===== config.mk =====
export PLATFORM = sky130hd
export DESIGN_NAME = pcms_sync
export DESIGN_NICKNAME = d
export VERILOG_FILES = /design/src/common/pcms_pkg.sv /design/src/hdl/pcms_sync.sv
export SDC_FILE = /design/constraint.sdc
export NUM_CORES = 1
export LEC_CHECK = 0
export ABC_CLOCK_PERIOD_IN_PS = 4900
export BUFFER_PORTS_ARGS = -buffer_cell sky130_fd_sc_hd__buf_4
export CAP_MARGIN = 30
export CORE_ASPECT_RATIO = 0.7
export CORE_MARGIN = 2
export CORE_UTILIZATION = 26
export DETAILED_ROUTE_END_ITERATION = 6
export HOLD_SLACK_MARGIN = 0.12
export PLACE_DENSITY_LB_ADDON = 0.08
export SLEW_MARGIN = 20
export SYNTH_ARGS = -nofsm -noshare
export SYNTH_HDL_FRONTEND = slang
export SYNTH_SLANG_ARGS = --single-unit

===== constraint.sdc =====
create_clock -name clk -period 4.9 [get_ports clk]
set_input_delay 0.49 -clock clk [delete_from_list [all_inputs] [get_ports clk]]
set_output_delay 0.49 -clock clk [all_outputs]
set_load 0.01 [all_outputs]

===== src/common/pcms_pkg.sv =====
// constants for the pam clock and missing-pulse sync block
// assumes a 25 MHz system clock and a sampled video amplitude input
//
// Overview of operation
// clock out as square wave and pulse; data sync as pulse, both phase locked
// data sync is clock delayed to land at minimum crosstalk
// outputs keep running through up to about 30 missing data pulses
// recovery stops after more than about 30 consecutive missing pulses
// each clock rising half starts 4..25 us delay ending in one sync pulse
// square wave, sync pulses and edge clock pulses go to their consumers
// one missing-pulse flag per clock period lacking its data pulse
// pulse absent when amplitude under 0.5 V above baseline at sampling; code also treats a pulse seen earlier in the slot as present
// each recovered clock edge makes one buffer reset pulse per period
// absence strobe delayed 4..25 us after clock, centred on data pulse
// detector fires on every absent pulse only; feeds register and selector
// register keeps flags eight periods; gives direct and delayed flag
// nine flip-flop chain: one input buffer then eight storage stages
// buffer holds arriving flag until next clock moves it onward
// buffer loads while clock low; storage captures on clock rising
// absent flag stores the opposite state; each clock shifts all stages
// register outputs delayed and direct flags to coincidence logic
// downstream pulse only when direct and delayed flags coincide
// nominal recovered clock period is one 25 us channel slot
// count consecutive missing pulses, clear on detected pulse
// recovery resumes once data pulses are detected again
package pcms_pkg;
	localparam int unsigned CLK_HZ          = 25000000;
	localparam int unsigned PERIOD_NS       = 25000;
	localparam int unsigned PERIOD_CYC      = PERIOD_NS / (1000000000 / CLK_HZ);
	localparam int unsigned DELAY_MIN_NS    = 4000;
	localparam int unsigned DELAY_MAX_NS    = 25000;
	localparam int unsigned DELAY_MIN_CYC   = (DELAY_MIN_NS * 25 + 999) / 1000;
	localparam int unsigned DELAY_MAX_CYC   = (DELAY_MAX_NS * 25) / 1000;
	localparam int unsigned DELAY_DEF_NS    = 12500;
	localparam int unsigned MISS_LIMIT      = 30;
	localparam int unsigned STAGES          = 8;
	localparam int unsigned AMP_W           = 12;
	// 0.5 V with 1 lsb = 1 mV
	localparam int unsigned THRESH_MV       = 500;
	localparam int unsigned CNT_W           = 10;
	localparam int unsigned MISS_W          = 6;
	// nominal clock acquires after this many detected pulses
	localparam int unsigned ACQ_PULSES      = 2;
endpackage


===== src/hdl/pcms_sync.sv =====
// pam clock recovery, delayed data sync and missing-pulse shift register
// assumes video amplitude sampled and baseline-referenced, synchronous to clk
`timescale 1ns/10ps
`default_nettype none
module pcms_sync
	import pcms_pkg::*;
#(
	parameter int unsigned PERIOD   = PERIOD_CYC,
	parameter int unsigned SYNC_DLY = (DELAY_DEF_NS * 25) / 1000,
	parameter int unsigned SAMP_DLY = (DELAY_DEF_NS * 25) / 1000,
	parameter int unsigned MISS_MAX = MISS_LIMIT
) (
	input  wire logic             clk,
	input  wire logic             rst,
	input  wire logic [AMP_W-1:0] video_amp,
	output logic                  clk_square,
	output logic                  clk_pulse,
	output logic                  data_sync,
	output logic                  buf_reset,
	output logic                  miss_pulse,
	output logic                  sync_direct,
	output logic                  sync_delayed,
	output logic                  locked
);
	// refuse settings that the slot timer cannot serve
	if (PERIOD < 4 || PERIOD >= (1 << CNT_W)) begin : g_bad_period
		$error("period out of range");
	end
	// a delay of a whole slot would be restarted by the next rise
	if (SYNC_DLY < DELAY_MIN_CYC || SYNC_DLY > DELAY_MAX_CYC
		|| SYNC_DLY >= PERIOD) begin : g_bad_sync
		$error("sync delay out of range");
	end
	// sampling on the last phase would collide with the slot shift
	if (SAMP_DLY < DELAY_MIN_CYC || SAMP_DLY > DELAY_MAX_CYC
		|| SAMP_DLY + 1 >= PERIOD) begin : g_bad_samp
		$error("sample delay out of range");
	end
	if (MISS_MAX >= (1 << MISS_W) - 1) begin : g_bad_miss
		$error("miss limit too large");
	end
	if (ACQ_PULSES < 1 || ACQ_PULSES > 4) begin : g_bad_acq
		$error("acquisition count out of range");
	end

	localparam logic [CNT_W-1:0]  PER_M1   = CNT_W'(PERIOD - 1);
	localparam logic [CNT_W-1:0]  HALF     = CNT_W'(PERIOD / 2);
	localparam logic [CNT_W-1:0]  SYD      = CNT_W'(SYNC_DLY);
	localparam logic [CNT_W-1:0]  SAD      = CNT_W'(SAMP_DLY);
	localparam logic [MISS_W-1:0] MMAX     = MISS_W'(MISS_MAX);
	localparam logic [AMP_W-1:0]  THR      = AMP_W'(THRESH_MV);
	localparam logic [1:0]        ACQ_LAST = 2'(ACQ_PULSES - 1);

	typedef enum logic [1:0] {
		PCMS_IDLE = 2'b01,
		PCMS_RUN  = 2'b10
	} pcms_state_t;

	// lock state and acquisition count
	pcms_state_t            state_reg;
	pcms_state_t            state_next;
	logic [1:0]             acq_reg;
	logic [1:0]             acq_next;
	// slot timer and data seen in this slot
	logic [CNT_W-1:0]       phase_reg;
	logic [CNT_W-1:0]       phase_next;
	logic                   seen_reg;
	logic                   seen_next;
	// consecutive misses
	logic [MISS_W-1:0]      miss_reg;
	logic [MISS_W-1:0]      miss_next;
	// data sync delay
	logic [CNT_W-1:0]       sdly_reg;
	logic [CNT_W-1:0]       sdly_next;
	logic                   sdly_act_reg;
	logic                   sdly_act_next;
	logic                   ds_reg;
	logic                   ds_next;
	// buffer stage and storage taps
	logic                   buf_reg;
	logic                   buf_next;
	wire logic [STAGES-1:0] sr_tap;
	// registered clock outputs and pulses
	logic                   sq_reg;
	logic                   sq_next;
	logic                   cp_reg;
	logic                   cp_next;
	logic                   br_reg;
	logic                   br_next;
	logic                   mp_reg;
	logic                   mp_next;
	// per-cycle strobes
	logic                   running;
	logic                   idle;
	logic                   present;
	logic                   rise;
	logic                   samp;
	logic                   hit_now;
	logic                   miss_now;
	logic                   first_hit;
	logic                   lock_now;
	logic                   drop;

	// decode of lock state, amplitude and slot phase
	assign running   = (state_reg == PCMS_RUN);
	assign idle      = (state_reg == PCMS_IDLE);
	assign present   = (video_amp >= THR);
	assign rise      = running && (phase_reg == PER_M1);
	assign samp      = running && (phase_reg == SAD);
	assign hit_now   = samp && (present || seen_reg);
	// a pulse seen earlier in the slot still counts, jitter tolerance
	assign miss_now  = samp && !(present || seen_reg);
	assign first_hit = idle && present && !seen_reg;
	assign lock_now  = first_hit && (acq_reg == ACQ_LAST);
	assign drop      = miss_now && (miss_reg == MMAX);

	// lock: pulses in separate slots, loss past the miss limit
	always_comb begin
		state_next = state_reg;
		acq_next   = acq_reg;
		case (state_reg)
			PCMS_IDLE: begin
				if (first_hit) begin
					if (acq_reg == ACQ_LAST) begin
						state_next = PCMS_RUN;
						acq_next   = '0;
					end else begin
						acq_next = acq_reg + 1'b1;
					end
				end
			end
			PCMS_RUN: begin
				if (drop)
					state_next = PCMS_IDLE;
			end
			default: begin
				state_next = PCMS_IDLE;
				acq_next   = '0;
			end
		endcase
	end

	always_ff @(posedge clk or posedge rst) begin
		if (rst) begin
			state_reg <= PCMS_IDLE;
			acq_reg   <= '0;
		end else begin
			state_reg <= state_next;
			acq_reg   <= acq_next;
		end
	end

	// slot timer realigns so an acquired pulse sits at the sample phase
	always_comb begin
		if (phase_reg == PER_M1)
			phase_next = '0;
		else
			phase_next = phase_reg + 1'b1;
		if (first_hit)
			phase_next = SAD + 1'b1;
		seen_next = seen_reg;
		if (present)
			seen_next = 1'b1;
		if (phase_reg == PER_M1)
			seen_next = 1'b0;
	end

	always_ff @(posedge clk or posedge rst) begin
		if (rst) begin
			phase_reg <= '0;
			seen_reg  <= 1'b0;
		end else begin
			phase_reg <= phase_next;
			seen_reg  <= seen_next;
		end
	end

	// consecutive miss count, cleared by any detected pulse
	always_comb begin
		miss_next = miss_reg;
		case (state_reg)
			PCMS_RUN: begin
				if (hit_now || drop)
					miss_next = '0;
				else if (miss_now)
					miss_next = miss_reg + 1'b1;
			end
			default: begin
				miss_next = '0;
			end
		endcase
	end

	always_ff @(posedge clk or posedge rst) begin
		if (rst)
			miss_reg <= '0;
		else
			miss_reg <= miss_next;
	end

	// delay restarts on every rise so a late end never doubles a pulse
	always_comb begin
		sdly_next     = sdly_reg;
		sdly_act_next = sdly_act_reg;
		ds_next       = 1'b0;
		if (rise) begin
			sdly_next     = '0;
			sdly_act_next = 1'b1;
		end else if (sdly_act_reg) begin
			sdly_next = sdly_reg + 1'b1;
			if (sdly_reg == SYD - 1'b1) begin
				ds_next       = 1'b1;
				sdly_act_next = 1'b0;
			end
		end
		if (drop)
			sdly_act_next = 1'b0;
	end

	always_ff @(posedge clk or posedge rst) begin
		if (rst) begin
			sdly_reg     <= '0;
			sdly_act_reg <= 1'b0;
			ds_reg       <= 1'b0;
		end else begin
			sdly_reg     <= sdly_next;
			sdly_act_reg <= sdly_act_next;
			ds_reg       <= ds_next;
		end
	end

	// set wins over the clear; a stale flag is dropped on relock
	always_comb begin
		buf_next = buf_reg;
		if (br_reg || lock_now)
			buf_next = 1'b0;
		if (miss_now)
			buf_next = 1'b1;
	end

	always_ff @(posedge clk or posedge rst) begin
		if (rst)
			buf_reg <= 1'b0;
		else
			buf_reg <= buf_next;
	end

	// storage stages move only on the rise, frozen while unlocked
	for (genvar g = 0; g < STAGES; g++) begin : g_stage
		logic stage_in;
		logic stage_reg;
		logic stage_next;
		if (g == 0) begin : g_first
			assign stage_in = buf_reg;
		end else begin : g_rest
			assign stage_in = sr_tap[g-1];
		end
		always_comb begin
			stage_next = stage_reg;
			if (rise)
				stage_next = stage_in;
		end
		always_ff @(posedge clk or posedge rst) begin
			if (rst)
				stage_reg <= 1'b0;
			else
				stage_reg <= stage_next;
		end
		assign sr_tap[g] = stage_reg;
	end

	// single-cycle pulses launched from the slot boundary, the miss pulse from the sample phase
	always_comb begin
		cp_next = rise;
		br_next = rise;
		mp_next = miss_now;
		// square wave high in first half of slot, rising at slot start
		sq_next = (state_next == PCMS_RUN) && (phase_next < HALF);
	end

	always_ff @(posedge clk or posedge rst) begin
		if (rst) begin
			sq_reg <= 1'b0;
			cp_reg <= 1'b0;
			br_reg <= 1'b0;
			mp_reg <= 1'b0;
		end else begin
			sq_reg <= sq_next;
			cp_reg <= cp_next;
			br_reg <= br_next;
			mp_reg <= mp_next;
		end
	end

	assign clk_square   = sq_reg;
	assign clk_pulse    = cp_reg;
	assign data_sync    = ds_reg;
	assign buf_reset    = br_reg;
	assign miss_pulse   = mp_reg;
	// direct flag is the detector pulse, delayed is the last storage stage
	assign sync_direct  = mp_reg;
	assign sync_delayed = sr_tap[STAGES-1];
	assign locked       = running;
endmodule
`default_nettype wire


==> metrics.md <==
| Metric | Value |
|---|---|
| Final hold violation count | 0 |
| Top-count cell post-synth | dfrtp_1 |
| Setup ws final | ~2.6 ns |
| Synth Flop Type | dfrtp_1 |
| Fill count | between 900 and 1000 |
| Starting density of the core | 27.1% |
| Final min period | roughly 2.3 ns |
| Root Buffer | clkbuf_16 |
| TritonCTS clock tree | done |
| GRT Overall Usage | 10.9% |
| DRC | 0 |
| Total Nets Final | 259 |
| Top cell type's share of synthesized area | 47.5% |
| Syn Inst Count | 220 |
| Post-synth top area cell | dfrtp_1 |
| Clock network power share | 29.8% |
| PwrDens | 408 nW/um^2 |
| Dpl hpwl | 3240 um |
| Finish-stage setup viols | 0 |
| Commonest cells post-synth | 44 x dfrtp_1, 21 x nor2_1, 15 x nand2_1 |
| Seq cells post-synth | 45 |
| Max-cap violations | 0 |
| 1st-pass router iterations | 4 |
| RSZ-0062 raised after global routing | false |
| Placer Congestion | 0.739 |
| Max H-tree Level | 2 |
| Layout Skew | 0.00250 ns |
| Hold buffers post-CTS | 0 |
| Detailed-route via count | 1605 |
| Final Cycle Share | 46.2% |
| Max Root-Sink Buffers | 2 |
| Drt total wl | 4690 um |
| Internal power | between 0.7 and 0.8 mW |
| Netlist Area Pre-Place | approximately 2300 um^2 |
| Ratio of cells with drive above 1 in the final layout | approximately a fifth |
| Core box area | 8550 um^2 |
| Peak fanout along the critical path | 21 |
| Row cnt | 28 |
| Die Ht | just over 80 um |
| Worst-Margin Slew | 0.815 ns |
| Post-DRT Antenna Nets | 0 |
| Sw power | 0.355 mW |
| Fin Hold WS | 0.179 ns |
| Chip width | between 100 and 150 um |
| Fin cells | 359 |
| Vias in the first global route | 1617 |
| First-pass GRT wire length | 8240 um |
| Drt wl/cell | about 13 um |
| Crit. End Element | register |
| CTS sink cnt | 45 |
| Crit path launch type | register |
| Port Buf Inserts | 19 |
| Area growth from synthesis to layout | 17.0% |
| Number of synthesized flops with an enable pin | 0 |
| Combinational fraction of design power | ~23% |
| WS Path Type | reg -> reg |
| Worst skew pair latency | 0.28 ns |
| Slew Limit Fails | 0 |
| Top-Level Pins | 22 |
| Initial antenna violation count | 0 |
| Mapped Nets | 241 |
| Seq/Total Area, Yosys | 48.6% |
| Status | completed |
| CTS Buf Count | 5 |
| Pleak | between 1 and 1.5 nW |
| Synth unique cells | 53 |
| Synth warn | 0 |
| Post-Syn Area per Cell | around 11 um^2 |
| Diode count | 0 |
| Rel. slew slack | 45.7% |
| Total congestion overflow | 0 |
| Setup TNS | 0 ns |
| Full die area | a little under 10000 um^2 |
| Leading post-synthesis cells by cell area | dfrtp_1 47%, mux2_2 3.9%, ha_1 3.8%, nor2_1 3.4%, xor2_1 3.4% |
| Worst EP arrival | about 2.4 ns |
| Placed insts | 351 |
| # resized after CTS | 0 |
| Max IR drop VDD | around 0.16 mV |
| Number of setup buffers added after CTS | 0 |
| Max Clock Freq | 442 MHz |
| Clk slew on worst S/H paths | 0.06 ns |
| Vias per inst | about 4.5 |
| Worst Hold Class | in -> async |
| Post-placement worst setup slack | 2.59 ns |
| Iteration-0 DRC Markers | 71 |
| Part of the power in registers | ~48% |
| Async SR Flop Fraction | 100% |
| Largest net degree at the start of global routing | 31 |
| Critical Path RT | 5.07 ns |
| Net Sw Frac | about a third |
## worst max-delay path, stage by stage (launching register included)
cell      delay [ns]
dfrtp_1         0.45
nor4bb_1        0.32
and3_4          0.28
and2_1          0.67
mux2_2          0.41
## cell type report
cell class	count	area (um^2)	share of cell area, %
multi-input combinational	153	1080	39.9
timing repair buffer	20	163	5.99
clock inverter	3	17.5	0.645
sequential	45	1130	41.5
clock buffer	5	125	4.61
tap	120	150	5.53
inverter	13	48.8	1.80
## path summary, 6_finish.rpt
kind / from / end / cells past startpoint / slack, ns
worst max-delay path: phase_reg[3] / g_stage[1].stage_reg / 4 / 2.64
worst min-delay path: rst / sdly_reg[1] / 2 / 0.18
worst max register to register: phase_reg[3] / g_stage[1].stage_reg / 4 / 2.64
worst min register to register: acq_reg[1] / acq_reg[1] / 1 / 0.48
max in group asynchronous: rst / state_reg[0] / 3 / 4.16
min in group clk: acq_reg[1] / acq_reg[1] / 1 / 0.48
## cells by family after synthesis
logic type | after synthesis | synth area share, %
XOR/XNOR | 16 | 6.04
AO/OA/AOI/OAI | 35 | 9.55
adder cells (fa/ha/maj) | 7 | 3.78
buffers and inverters | 22 | 4.75
flip-flops | 45 | 48.6
multiplexers | 9 | 4.32
AND/OR/NAND/NOR | 86 | 23.0
## through the flow
step	total power, mW	util, %	instance area [um^2]
after floorplan	0.735	-	2320
after global placement	0.787	29.8	2550
after detailed placement	0.786	30.1	2570
after CTS	1.13	31.7	2710
after global routing	1.20	31.7	2710
final	1.11	31.7	2710
## power groups by stage
stage | registers, mW | clock network, mW | logic (mW)
6_report | 0.529 | 0.330 | 0.249
3_3_place_gp | 0.538 | 0 | 0.249
3_5_place_dp | 0.534 | 0 | 0.252
4_1_cts | 0.529 | 0.346 | 0.253
2_1_floorplan | 0.499 | 0 | 0.235
5_1_grt | 0.544 | 0.361 | 0.296
## metal layers
layer	track usage, %	vias to the layer above	share of wire (%)
met4	5.13	0	2.0
met3	2.55	7	3.9
li1	-	807	-
met1	16.9	762	57
met2	13.7	29	37
met5	0	-	0
## layout by cell type (no fill, tap or decap), types with 4 or more instances in the layout
| cell type | instances |
|---|---|
| xnor2_1 | 7 |
| o21ai_0 | 11 |
| buf_4 | 19 |
| nand4_1 | 7 |
| nand3_1 | 4 |
| nand2_1 | 15 |
| clkbuf_16 | 5 |
| inv_1 | 12 |
| mux2_2 | 8 |
| xor2_1 | 9 |
| dfrtp_1 | 44 |
| nand2b_1 | 6 |
| nor2_1 | 21 |
| ha_1 | 7 |
| a21oi_1 | 8 |
No activity file was read; power rests on OpenSTA's default activity.
